**src/pbc_pkg.sv**
```systemverilog
// package for the loop bandwidth and divider control block
// assumes a 32-bit ahb-lite bus, one word per register
package pbc_pkg;
    localparam logic [7:0]  PBC_OFS_CTRL     = 8'h00;
    localparam logic [7:0]  PBC_OFS_BW       = 8'h04;
    localparam logic [7:0]  PBC_OFS_MUL_HI   = 8'h08;
    localparam logic [7:0]  PBC_OFS_MUL_LO   = 8'h0c;
    localparam logic [7:0]  PBC_OFS_RANGE    = 8'h10;
    localparam logic [7:0]  PBC_OFS_REFDIV   = 8'h14;
    localparam logic [7:0]  PBC_OFS_SYS      = 8'h18;
    // control register bit positions
    localparam int          PBC_CTL_IE       = 7;
    localparam int          PBC_CTL_FLAG     = 6;
    localparam int          PBC_CTL_ON       = 5;
    localparam int          PBC_CTL_BCS      = 4;
    // bandwidth register bit positions
    localparam int          PBC_BW_AUTO      = 7;
    localparam int          PBC_BW_LOCK      = 6;
    localparam int          PBC_BW_TRACK     = 5;
    // system register bit positions
    localparam int          PBC_SYS_BREAK_CLEAR_ENABLE     = 0;
    localparam int          PBC_SYS_BRK      = 1;
    localparam int          PBC_SYS_WAIT     = 2;
    localparam int          PBC_SYS_STOP     = 3;
    // reset values
    localparam logic [11:0] PBC_MUL_RST      = 12'h040;
    localparam logic [7:0]  PBC_RANGE_RST    = 8'h40;
    localparam logic [3:0]  PBC_REFDIV_RST   = 4'h1;
    localparam logic [1:0]  PBC_PRE_RST      = 2'h0;
    localparam logic [1:0]  PBC_VPR_RST      = 2'h0;
    typedef enum logic [1:0] {PBC_PH_IDLE, PBC_PH_DATA} pbc_phase_t;
endpackage

```
**src/pbc_lock_if.sv**
```systemverilog
// link between the control block and its lock change detector
// assumes one clock for both ends
`timescale 1ns/1ps
interface pbc_lock_if;
    logic lock_sync;
    logic lock_edge;
    modport det (output lock_sync, output lock_edge);
    modport ctl (input lock_sync, input lock_edge);
endinterface

```
**src/pbc_lock_det.sv**
```systemverilog
// lock detector synchroniser and edge finder
// assumes lock_raw comes from the analog loop, asynchronous to clk_sys
`timescale 1ns/1ps
module pbc_lock_det
    import pbc_pkg::*;
(
    // clock and reset
    input  wire logic clk_sys,
    input  wire logic sys_rst,
    // raw lock level
    input  wire logic lock_raw,
    // to control
    pbc_lock_if.det   lk
);
    logic s1_reg;
    logic s2_reg;
    logic s3_reg;

    // two flops before use; s3 only feeds the edge compare
    always_ff @(posedge clk_sys or posedge sys_rst) begin
        if (sys_rst) begin
            s1_reg <= 1'b0;
            s2_reg <= 1'b0;
            s3_reg <= 1'b0;
        end else begin
            s1_reg <= lock_raw;
            s2_reg <= s1_reg;
            s3_reg <= s2_reg;
        end
    end

    assign lk.lock_sync = s2_reg;
    assign lk.lock_edge = s2_reg ^ s3_reg;
endmodule

```
**src/pbc_ctrl.sv**
```systemverilog
// loop bandwidth and divider control with ahb-lite register slave
// assumes a single ahb-lite master, one clock, async active-high reset
// Overview of operation
// - bandwidth mode bit: 1 automatic, 0 manual; reset gives manual
// - lock bit reads loop lock in automatic mode, 0 in manual
// - mode bit tracking=1; status in automatic, control in manual
// - manual mode value kept through automatic mode; reset selects acquisition
// - multiplier zero acts as one; reset value 64
// - multiplier writes ignored while loop enabled
// - range writes ignored while loop enabled; reset 0x40
// - zero range disables loop and clears base clock select
// - base clock select cannot set while range is zero
// - reference divider locked while enabled, zero acts as one, reset 1
// - every lock change in automatic mode sets the flag; irq only when enabled
// - manual mode: no irq, flag reads zero
// - base clock select allowed while unlocked
// - wait mode leaves the generator unchanged
// - stop mode powers down loop analog, no loop clock
// - in break, control access clears flag only if break clear enabled
// - a read of control register clears the flag, except in break with break clear disabled
// - irq enable ignores writes, reads zero in manual mode
// - enable cannot clear with select set; select cannot set with enable off
//
// The AHB-Lite interface to the registers and the register addresses were chosen for this implementation.
`timescale 1ns/1ps
module pbc_ctrl
    import pbc_pkg::*;
(
    // clock and reset
    input  wire logic        clk_sys,
    input  wire logic        sys_rst,
    // ahb-lite slave
    input  wire logic        hsel,
    input  wire logic [7:0]  haddr,
    input  wire logic [1:0]  htrans,
    input  wire logic        hwrite,
    input  wire logic [2:0]  hsize,
    input  wire logic [31:0] hwdata,
    input  wire logic        hready,
    output logic      [31:0] hrdata,
    output logic             hreadyout,
    output logic             hresp,
    // analog loop
    input  wire logic        lock_raw,
    input  wire logic        brk_active,
    input  wire logic        stop_mode,
    input  wire logic        wait_mode,
    output logic             analog_enable,
    output logic             loop_bw_auto,
    output logic             loop_track,
    output logic      [11:0] feedback_multiplier,
    output logic      [7:0]  range_multiplier,
    output logic      [3:0]  reference_divide,
    output logic      [1:0]  prescale_sel,
    output logic      [1:0]  vco_power_sel,
    output logic             base_clock_select,
    output logic             lock_irq
);
    pbc_lock_if lk();

    pbc_lock_det u_det (
        .clk_sys (clk_sys),
        .sys_rst (sys_rst),
        .lock_raw(lock_raw),
        .lk      (lk)
    );

    // registers
    logic        auto_reg;
    logic        track_man_reg;
    logic        ie_reg;
    logic        flag_reg;
    logic        on_reg;
    logic        bcs_reg;
    logic        break_clear_enable_reg;
    logic [1:0]  pre_reg;
    logic [1:0]  vpr_reg;
    logic [11:0] mul_reg;
    logic [7:0]  range_reg;
    logic [3:0]  rdiv_reg;
    logic [31:0] hrdata_reg;

    // bus capture
    pbc_phase_t  ph_reg;
    logic [7:0]  adr_reg;
    logic        wr_reg;

    logic        ap_take;
    logic        wr_go;
    logic        rd_take;
    logic        lock_vis;
    logic        flag_vis;
    logic        ctl_clr;
    logic [7:0]  ctl_rd;
    logic [7:0]  bw_rd;
    logic [7:0]  wd;

    function automatic logic hit(input logic [7:0] a, input logic [7:0] ofs);
        hit = (a[7:2] == ofs[7:2]);
    endfunction

    assign ap_take   = hsel && hready && htrans[1];
    assign rd_take   = ap_take && !hwrite;
    assign wr_go     = (ph_reg == PBC_PH_DATA) && wr_reg;
    assign wd        = hwdata[7:0];
    assign hreadyout = 1'b1;
    assign hresp     = 1'b0;

    always_ff @(posedge clk_sys or posedge sys_rst) begin
        if (sys_rst) begin
            ph_reg  <= PBC_PH_IDLE;
            adr_reg <= 8'h00;
            wr_reg  <= 1'b0;
        end else begin
            ph_reg  <= ap_take ? PBC_PH_DATA : PBC_PH_IDLE;
            adr_reg <= ap_take ? haddr : adr_reg;
            wr_reg  <= ap_take && hwrite;
        end
    end

    assign lock_vis = auto_reg && lk.lock_sync;
    assign flag_vis = auto_reg && flag_reg;
    // flag clears on read of control unless frozen by break with break clear disabled
    assign ctl_clr  = rd_take && hit(haddr, PBC_OFS_CTRL) && (!brk_active || break_clear_enable_reg);

    assign ctl_rd = {ie_reg && auto_reg, flag_vis, on_reg, bcs_reg, pre_reg, vpr_reg};
    assign bw_rd  = {auto_reg, lock_vis, loop_track, 5'h00};

    // read data captured in address phase so the read is a single-cycle answer
    always_ff @(posedge clk_sys or posedge sys_rst) begin
        if (sys_rst) begin
            hrdata_reg <= 32'h0000_0000;
        end else if (rd_take) begin
            if (hit(haddr, PBC_OFS_CTRL))
                hrdata_reg <= {24'h000000, ctl_rd};
            else if (hit(haddr, PBC_OFS_BW))
                hrdata_reg <= {24'h000000, bw_rd};
            else if (hit(haddr, PBC_OFS_MUL_HI))
                hrdata_reg <= {28'h0000000, mul_reg[11:8]};
            else if (hit(haddr, PBC_OFS_MUL_LO))
                hrdata_reg <= {24'h000000, mul_reg[7:0]};
            else if (hit(haddr, PBC_OFS_RANGE))
                hrdata_reg <= {24'h000000, range_reg};
            else if (hit(haddr, PBC_OFS_REFDIV))
                hrdata_reg <= {28'h0000000, rdiv_reg};
            else if (hit(haddr, PBC_OFS_SYS))
                hrdata_reg <= {28'h0000000, stop_mode, wait_mode, brk_active, break_clear_enable_reg};
            else
                hrdata_reg <= 32'h0000_0000;
        end
    end
    assign hrdata = hrdata_reg;

    // bandwidth register; lock bit writes dropped, test function unsupported
    always_ff @(posedge clk_sys or posedge sys_rst) begin
        if (sys_rst) begin
            auto_reg      <= 1'b0;
            track_man_reg <= 1'b0;
        end else if (wr_go && hit(adr_reg, PBC_OFS_BW)) begin
            auto_reg <= wd[PBC_BW_AUTO];
            // manual value only written while manual, so it survives auto
            if (!auto_reg)
                track_man_reg <= wd[PBC_BW_TRACK];
        end
    end

    // automatic mode reports tracking once locked
    assign loop_track = auto_reg ? lk.lock_sync : track_man_reg;

    // control register
    always_ff @(posedge clk_sys or posedge sys_rst) begin
        if (sys_rst) begin
            ie_reg  <= 1'b0;
            on_reg  <= 1'b1;
            bcs_reg <= 1'b0;
            pre_reg <= PBC_PRE_RST;
            vpr_reg <= PBC_VPR_RST;
        end else begin
            if (wr_go && hit(adr_reg, PBC_OFS_CTRL)) begin
                if (auto_reg)
                    ie_reg <= wd[PBC_CTL_IE];
                on_reg  <= wd[PBC_CTL_ON] || bcs_reg;
                // no lock check here
                bcs_reg <= wd[PBC_CTL_BCS] && on_reg && (range_reg != 8'h00);
                if (!on_reg) begin
                    pre_reg <= wd[3:2];
                    vpr_reg <= wd[1:0];
                end
            end
            if (range_reg == 8'h00) begin
                on_reg  <= 1'b0;
                bcs_reg <= 1'b0;
            end
        end
    end

    // divider registers, frozen while the loop is on
    always_ff @(posedge clk_sys or posedge sys_rst) begin
        if (sys_rst) begin
            mul_reg   <= PBC_MUL_RST;
            range_reg <= PBC_RANGE_RST;
            rdiv_reg  <= PBC_REFDIV_RST;
        end else if (wr_go && !on_reg) begin
            if (hit(adr_reg, PBC_OFS_MUL_HI))
                mul_reg[11:8] <= wd[3:0];
            if (hit(adr_reg, PBC_OFS_MUL_LO))
                mul_reg[7:0] <= wd;
            if (hit(adr_reg, PBC_OFS_RANGE))
                range_reg <= wd;
            if (hit(adr_reg, PBC_OFS_REFDIV))
                rdiv_reg <= wd[3:0];
        end
    end

    always_ff @(posedge clk_sys or posedge sys_rst) begin
        if (sys_rst)
            break_clear_enable_reg <= 1'b0;
        else if (wr_go && hit(adr_reg, PBC_OFS_SYS))
            break_clear_enable_reg <= wd[PBC_SYS_BREAK_CLEAR_ENABLE];
    end

    // lock change flag; a new edge wins over a clearing read
    always_ff @(posedge clk_sys or posedge sys_rst) begin
        if (sys_rst)
            flag_reg <= 1'b0;
        else if (auto_reg && lk.lock_edge)
            flag_reg <= 1'b1;
        else if (!auto_reg)
            flag_reg <= 1'b0;
        else if (ctl_clr)
            flag_reg <= 1'b0;
    end

    // outputs to the analog loop; zero multiplier and zero divider act as one
    assign feedback_multiplier = (mul_reg == 12'h000) ? 12'h001 : mul_reg;
    assign reference_divide    = (rdiv_reg == 4'h0) ? 4'h1 : rdiv_reg;
    assign range_multiplier    = range_reg;
    assign prescale_sel        = pre_reg;
    assign vco_power_sel       = vpr_reg;
    assign base_clock_select   = bcs_reg;
    assign loop_bw_auto        = auto_reg;
    // wait mode is deliberately not used here
    assign analog_enable       = on_reg && !stop_mode;
    assign lock_irq            = flag_vis && ie_reg;
endmodule

```
**config.mk**
```make
export PLATFORM = sky130hd
export DESIGN_NAME = pbc_ctrl
export DESIGN_NICKNAME = d
export VERILOG_FILES = /design/src/pbc_pkg.sv /design/src/pbc_lock_if.sv /design/src/pbc_lock_det.sv /design/src/pbc_ctrl.sv
export SDC_FILE = /design/constraint.sdc
export NUM_CORES = 1
export LEC_CHECK = 0
export ABC_AREA = 1
export ABC_CLOCK_PERIOD_IN_PS = 2100
export BUFFER_PORTS_ARGS = -buffer_cell sky130_fd_sc_hd__buf_4
export CAP_MARGIN = 20
export CORE_AREA = 2 2 83 85
export CTS_CLUSTER_DIAMETER = 30
export DETAILED_ROUTE_END_ITERATION = 7
export DIE_AREA = 0 0 85 87
export GPL_TIMING_DRIVEN = 0
export PLACE_DENSITY = 0.75
export SYNTH_ARGS = -nofsm -noshare
export SYNTH_HDL_FRONTEND = slang
export SYNTH_SLANG_ARGS = --single-unit
```
**constraint.sdc**
```tcl
create_clock -name clk_sys -period 2.1 [get_ports clk_sys]
set_input_delay 0.315 -clock clk_sys [delete_from_list [all_inputs] [get_ports clk_sys]]
set_output_delay 0.315 -clock clk_sys [all_outputs]
set_load 0.05 [all_outputs]
```
==> flow_summary_export.csv, run 1 <==
group,metric,value,unit
outcome,outcome,"finished, final reports clean",
setup_path,crit_fanout,4,
die,dieArea,7395,sq um
route,routed_wl,6999,um
power_and_ir_drop,p_per_area,667.0,nW/um^2
logic_synthesis,async_reset_ff_share,100.0,%
timing,whs,0.1128,ns
layout,largest_reg_flops,12,
timing,finalCritPeriodShare,93.37,%
timing,setup_tns,0,ns
die,die_w,85,um
global_routing,grt_start_max_net_pins,43,
logic_synthesis,yosysWarningCount,0,
setup_path,max_stage_delay,0.48,ns
layout,final_cell_area,3666,sq um
logic_synthesis,ys_top_cells_by_area,"dfrtp_1, nand2_1, buf_4",
logic_synthesis,synth_ff_type,"dfrtp_1",
global_routing,first_global_vias,2286,
power_and_ir_drop,comb_power_share,27.6,%
power_and_ir_drop,seqPwrFrac,48.5,%
cts,ctsResizeCount,0,
flow_run,drv_cap,0,
layout,antenna_cells,0,
global_routing,grtUsageTotal,19.81,%
logic_synthesis,synthXorXnorAreaFrac,0,%
logic_synthesis,synth_cell_types,32,
route,ant_nets,0,
cts,clkSinkCount,54,
die,io_pins,121,
layout,nFillCells,622,
setup_path,path_cells,"nor4_1, a31o_2, buf_4",
die,core,6569,sq um
route,drt-wirelength-per-cell,13.38,um
power_and_ir_drop,p_sw,859.2,uW
route,vias,2491,
route,drc,0,
power_and_ir_drop,p_int,1.586,mW
logic_synthesis,yosysMostFrequentCell,"nand2_1",
setup_path,critical_path.startpoint,"mul_reg[5]$_DFFE_PP0P_",
cts,cts-root-buf,"clkbuf_8",
die,start_util,43.77,%
layout,final_nets,496,
placement,place_ws,0.5368,ns
timing,fin_crit,1.961,ns
layout,drive_gt1_share,33.86,%
power_and_ir_drop,switching_share,35.13,%
logic_synthesis,muxShareOfSynthArea,0,%
placement,dpl.hpwl,5559,um
cts,cts_buffers,5,
logic_synthesis,ys_top_cells_by_count,"nand2_1, dfrtp_1, buf_4",
layout,fin_cells,523,
power_and_ir_drop,power_frac_clock,24.0,%
route,vias_per_cell,4.763,
route,dr.pass1.iters,4,
logic_synthesis,synth-simple-area-share,25.41,%
cts,cts_tree,"done",
logic_synthesis,avgSynthCellArea,8.334,sq um
layout,area.growth.synth_to_final,27.50,%
timing,finalSetupViolations,0,
placement,place_area,3566,sq um
global_routing,overflow,0,
setup_path,critPathLaunchType,"register",
global_routing,grt_pass1_wl,11340,um
setup_path,cp_slowest_cell,"nor4_1",
logic_synthesis,synth_top_area_cell,"dfrtp_1",
setup_path,path_class,"reg2out",
timing,max_freq,510.0,MHz
logic_synthesis,synth_fa_ha_area_share,0,%
hold_path,hold_class,"in2reg",
timing,drv_slew,0,
timing,layout_setup_ws,0.1392,ns
logic_synthesis,synth_compound_area_share,13.23,%
setup_path,cp.arrival,1.65,ns
placement,port_buffers,64,
timing,grt_setup_unrepaired,"no",
die,chipHeight,87,um
cts,clk_pin_slew,0.09,ns
timing,hold_violations,0,
power_and_ir_drop,vdd_drop_max,0.3432,mV
logic_synthesis,ys_ff_latch,54,
die,rows,30,
logic_synthesis,synth_top_family_by_area,"simple AND/OR/NAND/NOR gates",
route,drt_iter0_markers,136,
logic_synthesis,yosysSeqAreaShare,47.17,%
setup_path,rr_startpoint,"adr_reg[5]$_DFFE_PP0N_",
hold_path,min_from,"lock_raw",
logic_synthesis,synth_cells,345,
setup_path,end_kind,"output port",
setup_path,required,1.78,ns
cts,h-tree-depth,2,
logic_synthesis,synth_edf_count,0,
power_and_ir_drop,cellLeakagePower,1.864,nW
global_routing,antenna_found_initial,0,
logic_synthesis,synth_top_area_share,43.52,%
timing,fin_skew,0.006540,ns
placement,gp_congestion,0.8806,
placement,place_inst,514,
cts,clk_path_buf_depth,2,
logic_synthesis,syn-cell-area,2875,sq um
cts,clk_latency,0.31,ns
==> cells in the final DEF, fill, tap and decap left out, types with 2 or more instances in the layout <==
master     n
buf_2      2
nor3_1     2
buf_4     90
inv_2      9
nor2_1    20
nand3_2    2
nor2_4     5
dfstp_2    4
nand2_2    3
inv_1     22
o21ai_1   15
o21ai_2   16
clkbuf_1  17
nor2_2     4
nor4_1     5
nand2_1   78
clkbuf_8   6
buf_6      2
a31oi_1    3
nand3_1   18
dfrtp_1   50
a21oi_1   15
nor3_2     2
o21ai_0   11
nand4_1    5
or2_0      3
conb_1    26
==> stage by stage <==
| stage | power (mW) | utilization (%) |
|---|---|---|
| floorplan | 1.688 | - |
| global placement | 1.862 | 53.98 |
| detailed placement | 1.878 | 54.29 |
| CTS | 2.466 | 55.81 |
| global route | 2.564 | 55.81 |
| finish | 2.445 | 55.81 |
==> worst paths after layout <==
check | end | slack (ns) | cells after the start
setup reg to reg | mul_reg[5]$_DFFE_PP0P_ | 0.66 | 5
setup / recovery | feedback_multiplier[0] | 0.14 | 3
hold reg to reg | u_det.lk.lock_sync$_DFF_PP0_ | 0.37 | 0
max in group asynchronous | rdiv_reg[0]$_DFFE_PP1P_ | 1.01 | 4
hold / removal | u_det.s1_reg$_DFF_PP0_ | 0.11 | 1
min in group asynchronous | u_det.s1_reg$_DFF_PP0_ | 0.51 | 3
==> logic make-up (layout without fill, tap and decap cells) <==
family / after synthesis / count (layout)
compound gates: 62 / 62
flops: 54 / 54
other cells: 2 / 26
simple gates: 151 / 151
buf+inv: 76 / 150
==> layer usage <==
layer / GRT usage (%) / share of wire (%)
met3: 3.981 / 6.2
met4: 4.329 / 0.77
met5: 0 / 0
met1: 27.31 / 46
met2: 32.60 / 47
==> timing repair <==
| action | in CTS | in global routing |
|---|---|---|
| setup endpoints to repair | 0 | 0 |
| setup buffers | 0 | 0 |
| hold buffers | 1 | 0 |
| endpoints found under the hold margin | 11 | 0 |
==> power by group through the flow <==
stage,clock (mW),sequential [mW],combinational [mW]
finish,0.586,1.19,0.674
global route,0.645,1.20,0.723
CTS,0.605,1.18,0.676
detailed placement,0,1.20,0.673
global placement,0,1.20,0.660
floorplan,0,1.34,0.352
==> critical path, delay by kind of cell, from the launching register on <==
family                 cells  cell delay (ns)
and+or+nand+nor            1             0.48
AOI/OAI and AO/OA          1             0.23
DFF                        1             0.43
buffers and inverters      1             0.19
==> layout make-up <==
type                            count  area, sq um  share of cell area (%)
Timing Repair Buffer               66        510.5                   13.92
Multi-Input combinational cell    239         1209                   32.97
Inverter                           31        116.4                   3.174
Clock buffer                        8        90.09                   2.457
Buffer                             45        284.0                   7.747
Sequential cell                    54         1356                   37.00
Tap cell                           80        100.1                   2.730
(Power assumes the default switching activity.)
==> inputs of run 2 (changes only) <==
Settings changed: ABC_CLOCK_PERIOD_IN_PS 2100 to 1800, CORE_AREA 2 2 83 85 to 2 2 85 87, DIE_AREA 0 0 85 87 to 0 0 87 89.
Clock period 2.1 ns to 1.8 ns, I/O delays scaled along.
==> run 2 against run 1 <==
  * Cell count did not move
  * Largest power group unchanged
  * Cell area increased by 0.82%
  * Clock-buffer cell count down 2
  * Clock power grew 24%
  * Highest routed layer unchanged
  * Via count up 1.4%
==> flow_summary_export.csv, run 2 (same netlist as run 1, synthesis figures left out) <==
group,metric,value,unit
hold_path,min_from,"lock_raw",
power_and_ir_drop,p_total,2.895,mW
global_routing,grtUsageTotal,18.80,%
cts,clk_latency,0.31,ns
route,vias_per_cell,4.832,
layout,final_common_cell,"buf_4",
setup_path,crit_fanout,4,
layout,largest_reg_flops,12,
timing,fin_crit,1.714,ns
route,drt-wirelength-per-cell,13.53,um
timing,fin_skew,0.009574,ns
timing,finalSetupViolations,0,
global_routing,grt_start_max_net_pins,44,
cts,clk_pin_slew,0.10,ns
cts,clkSinkCount,54,
layout,multi_input_area,1232,sq um
timing,max_freq,583.6,MHz
cts,cts_buffers,5,
timing,grt_setup_unrepaired,"no",
layout,nFillCells,634,
setup_path,required,1.53,ns
hold_path,hold_depth,1,
die,rows,30,
layout,final_nets,496,
cts,postCtsSetupRepairBufs,0,
route,routed_wl,7075,um
setup_path,critPathLaunchType,"register",
setup_path,path_class,"reg2out",
layout,final_cell_area,3696,sq um
route,ant_nets,0,
cts,clk_path_buf_depth,2,
route,vias,2527,
power_and_ir_drop,vdd_drop_max,0.3464,mV
placement,port_buffers,64,
global_routing,grt_pass1_wl,11230,um
global_routing,first_global_vias,2329,
cts,cts-root-buf,"clkbuf_8",
setup_path,end_kind,"output port",
timing,hold_violations,0,
die,io_pins,121,
placement,place_area,3568,sq um
layout,area.growth.synth_to_final,28.55,%
timing,whs,0.05442,ns
setup_path,reg2reg_depth,5,
timing,drv_slew,0,
layout,antenna_cells,0,
power_and_ir_drop,cellLeakagePower,1.883,nW
global_routing,overflow,0,
die,dieArea,7743,sq um
cts,h-tree-depth,2,
layout,final_cell_mix,"buf_4, nand2_1, dfrtp_1",
layout,regArea,1358,sq um
layout,postLayoutCoreUtil,55.01,%
hold_path,min_to,"u_det.s1_reg$_DFF_PP0_",
placement,dpl.hpwl,5613,um
timing,finalCritPeriodShare,95.20,%
cts,cts_tree,"done",
layout,drive_gt1_share,35.21,%
die,core,6719,sq um
global_routing,antenna_found_initial,0,
route,dr.pass1.iters,4,
die,start_util,42.79,%
setup_path,rr_startpoint,"adr_reg[5]$_DFFE_PP0N_",
setup_path,cp.arrival,1.44,ns
setup_path,r2r_setup_slack,0.39,ns
power_and_ir_drop,p_per_area,783.3,nW/um^2
route,drc,0,
outcome,outcome,"finished, final reports clean",
die,chipHeight,89,um
placement,gp_congestion,0.8810,
setup_path,timing.rr.end,"mul_reg[5]$_DFFE_PP0P_",
flow_run,drv_cap,0,
die,die_w,87,um
route,drt_iter0_markers,170,
hold_path,hold_class,"in2reg",
-- run 2: final cells by class --
| type | instances | area share [%] |
|---|---|---|
| flip-flops and latches | 54 | 36.73 |
| multi-input cells | 239 | 33.34 |
| repair buffers | 66 | 13.81 |
| plain buffers | 45 | 7.684 |
| inverters | 31 | 3.148 |
| well taps | 80 | 2.708 |
| clock buffers | 6 | 2.234 |
| clock inverters | 2 | 0.3385 |
-- run 2: per-stage QoR --
stage	worst slack [ns]	setup TNS, ns	cells
floorplan	0.01727	0	369
global placement	-0.4075	-20.23	513
detailed placement	0.3461	0	514
CTS	0.05125	0	523
global route	0.01457	0	523
finish	0.08640	0	523
-- run 2: per-layer routing --
layer  vias up  GRT usage (%)  wire, um
li1       1257              -         -
met1      1171          25.41      3100
met2        89          30.60      3412
met3        10          3.970       481
met4         0          5.540        80
met5         -              0         0
-- run 2: what timing repair did --
action                     in CTS  in global routing
hold endpoints to repair        9                  0
hold buffers                    1                  0
setup endpoints to repair       1                  1
gates resized for setup         1                  3
pin swaps                       0                  0
-- run 2: worst max path at each step --
stage | startpoint | endpoint | slack [ns]
2_1_floorplan | loop_bw_auto$_DFFE_PP0P_ | hrdata[5]$_DFFE_PP0N_ | 0.02
3_3_place_gp | sys_rst | prescale_sel[0]$_DFFE_PP0P_ | -0.41
3_5_place_dp | mul_reg[5]$_DFFE_PP0P_ | feedback_multiplier[0] | 0.35
4_1_cts | mul_reg[5]$_DFFE_PP0P_ | feedback_multiplier[0] | 0.05
5_1_grt | mul_reg[5]$_DFFE_PP0P_ | feedback_multiplier[0] | 0.01
6_report | mul_reg[8]$_DFFE_PP0P_ | feedback_multiplier[0] | 0.09
-- run 2: power by group --
group | total (mW) | switching [mW] | internal (mW)
sequential | 1.38 | 0.0787 | 1.30
clock | 0.726 | 0.416 | 0.311
combinational | 0.787 | 0.553 | 0.234
-- run 2: critical path, cell delays in order, from the launching register on --
cell	delay (ns)
dfrtp_1	0.43
nor4_1	0.31
a31o_2	0.20
buf_4	0.19
==> inputs of run 3 (changes only) <==
Settings changed: PLACE_DENSITY 0.75 to 0.76, SYNTH_HIERARCHICAL set to 1.
==> run 3 against run 2 <==
  * Combinational power is 9.0% lower
  * Core utilization is 1.4 points higher
  * Via count is 3.5% higher
  * Routed wire length is 6.0% higher
  * Critical path type unchanged
  * Critical endpoint unchanged
  * Largest cell class unchanged
  * Highest routed layer unchanged
==> flow_summary_export.csv, run 3 <==
group,metric,value,unit
logic_synthesis,ys_ff_latch,54,
cts,clkSinkCount,54,
timing,drv_slew,0,
setup_path,critPathLaunchType,"register",
route,wl_met3,651,um
global_routing,grtUsageTotal,20.31,%
timing,finalCritPeriodShare,99.02,%
timing,fin_crit,1.782,ns
setup_path,path_class,"reg2out",
route,routed_wl,7503,um
power_and_ir_drop,vdd_drop_max,0.5794,mV
route,met1_length,3160,um
cts,h-tree-depth,2,
setup_path,timing.rr.end,"mul_reg[5]$_DFFE_PP0P_",
timing,setup_tns,0,ns
setup_path,cp-endpoint,"feedback_multiplier[0]",
logic_synthesis,yosysWarningCount,6,
placement,place_area,3628,sq um
cts,cts-root-buf,"clkbuf_8",
global_routing,grt_pass1_wl,12100,um
logic_synthesis,syn-cell-area,2945,sq um
die,rows,30,
layout,area.growth.synth_to_final,28.59,%
die,dieArea,7743,sq um
global_routing,first_global_vias,2487,
logic_synthesis,async_reset_ff_share,100.0,%
route,drc,0,
logic_synthesis,ys_top_cells_by_count,"nand2_1, dfrtp_1, inv_1",
route,ant_nets,0,
logic_synthesis,avgSynthCellArea,7.939,sq um
timing,max_freq,561.1,MHz
timing,worst_pin_slew,0.5605,ns
die,start_util,43.84,%
logic_synthesis,yosysSeqAreaShare,46.05,%
placement,dpl.hpwl,5892,um
logic_synthesis,synth_cells,371,
route,drt_iter0_markers,127,
setup_path,reg2reg_depth,5,
placement,port_buffers,63,
logic_synthesis,synth_cell_types,28,
route,vias_per_cell,4.756,
setup_path,crit_fanout,3,
flow_run,drv_cap,0,
layout,drive_gt1_share,30.43,%
global_routing,grt_start_max_net_pins,28,
setup_path,cp.arrival,1.51,ns
cts,clk_latency,0.31,ns
cts,cts_tree,"done",
layout,nFillCells,642,
cts,clk_path_buf_depth,2,
layout,final_common_cell,"nand2_1",
timing,grt_setup_unrepaired,"yes",
layout,postLayoutCoreUtil,56.37,%
die,io_pins,121,
timing,hold_violations,0,
cts,cts_buffers,5,
setup_path,required,1.53,ns
die,core,6719,sq um
layout,multi_input_area,1232,sq um
layout,final_nets,523,
logic_synthesis,synth_edf_count,0,
power_and_ir_drop,cellLeakagePower,2.064,nW
route,dr.pass1.iters,4,
global_routing,antenna_found_initial,0,
setup_path,critical_path.startpoint,"mul_reg[4]$_DFFE_PP0P_",
logic_synthesis,yosysMostFrequentCell,"nand2_1",
die,die_w,87,um
layout,regArea,1359,sq um
layout,final_cell_mix,"nand2_1, buf_4, dfrtp_1",
logic_synthesis,synth_top_area_share,42.48,%
hold_path,hold_class,"in2reg",
power_and_ir_drop,p_per_area,764.5,nW/um^2
outcome,outcome,"finished, final reports clean",
layout,final_cell_area,3787,sq um
timing,max_slew_margin,62.58,%
route,vias,2616,
logic_synthesis,ys_top_cells_by_area,"dfrtp_1, nand2_1, buf_4",
power_and_ir_drop,p_total,2.896,mW
placement,gp_congestion,0.9328,
route,drt-wirelength-per-cell,13.64,um
setup_path,rr_startpoint,"adr_reg[5]$_DFFE_PP0N_",
layout,largest_reg_flops,12,
logic_synthesis,synth_top_area_cell,"dfrtp_1",
die,chipHeight,89,um
timing,finalSetupViolations,0,
logic_synthesis,synth_ff_type,"dfrtp_1",
cts,clk_pin_slew,0.10,ns
timing,fin_skew,0.007265,ns
route,dr_wl_met2,3615,um
setup_path,r2r_setup_slack,0.27,ns
setup_path,end_kind,"output port",
global_routing,overflow,0,
route,top_layer,"met4",
layout,antenna_cells,0,
## run 3: cell count changes after synthesis, moves of 3 or more
cell	before	now
a21oi_1	15	4
inv_1	23	43
inv_2	8	3
nand2_1	78	93
nand3_1	18	31
nor2_2	4	1
o21ai_0	11	29
o21ai_1	15	0
or2_0	3	0
## run 3: timing repair
item,in CTS,in global routing
endpoints found under the hold margin,3,0
buffers inserted,0,2
hold buffers,1,0
setup endpoints to repair,1,1
pin swaps,0,4
cloned,0,0
resized for setup,1,5
## run 3: how the worst min path moves through the flow
stage / from / to / slack (ns) / cells past startpoint
after floorplan: sys_rst / u_det/lk.lock_sync$_DFF_PP0_ / 0.02 / 1
after global placement: sys_rst / u_det/s1_reg$_DFF_PP0_ / 0.15 / 2
after detailed placement: sys_rst / u_det/s3_reg$_DFF_PP0_ / 0.17 / 2
after CTS: lock_raw / u_det/s1_reg$_DFF_PP0_ / 0.06 / 1
after global routing: lock_raw / u_det/s1_reg$_DFF_PP0_ / 0.05 / 1
final: lock_raw / u_det/s1_reg$_DFF_PP0_ / 0.06 / 1
## run 3: layout make-up
class	instances	area share (%)
flip-flops and latches	54	35.88
multi-input cells	248	32.54
repair buffers	67	13.78
plain buffers	47	7.796
inverters	46	4.559
well taps	80	2.643
clock buffers	7	2.015
clock inverters	1	0.7929
## run 3: per-layer routing
layer	vias to the layer above	GRT usage, %
met1	1191	27.57
met4	0	4.830
met5	-	0
met2	104	34.14
li1	1315	-
met3	6	3.509
## run 3: per-stage QoR
stage / hold slack, ns / std cells / setup WS, ns
2_1_floorplan: 0.02364 / 395 / 0.03670
3_3_place_gp: 0.1545 / 538 / -0.3199
3_5_place_dp: 0.1689 / 539 / 0.3025
4_1_cts: 0.05884 / 548 / 0.002225
5_1_grt: 0.04890 / 550 / -0.06495
6_report: 0.06166 / 550 / 0.01766
## run 3: power breakdown
group / switching [mW] / total, mW / leakage, nW / internal [mW]
Sequential: 0.0764 / 1.37 / 0.571 / 1.29
Clock: 0.395 / 0.812 / 0.0524 / 0.417
Combinational: 0.502 / 0.716 / 1.44 / 0.214
## run 3: kinds of logic after synthesis
group | share of synthesized area [%]
and+or+nand+nor | 26.13
buffers and inverters | 15.89
AOI/OAI and AO/OA | 11.68
DFF | 46.05
other | 0.2550
## run 3: worst max-delay path, cell delays in order (launching register included)
cell and delay, ns:
dfrtp_1 0.43, nor4_4 0.30, nand2_1 0.07, o21bai_1 0.21
buf_6 0.19
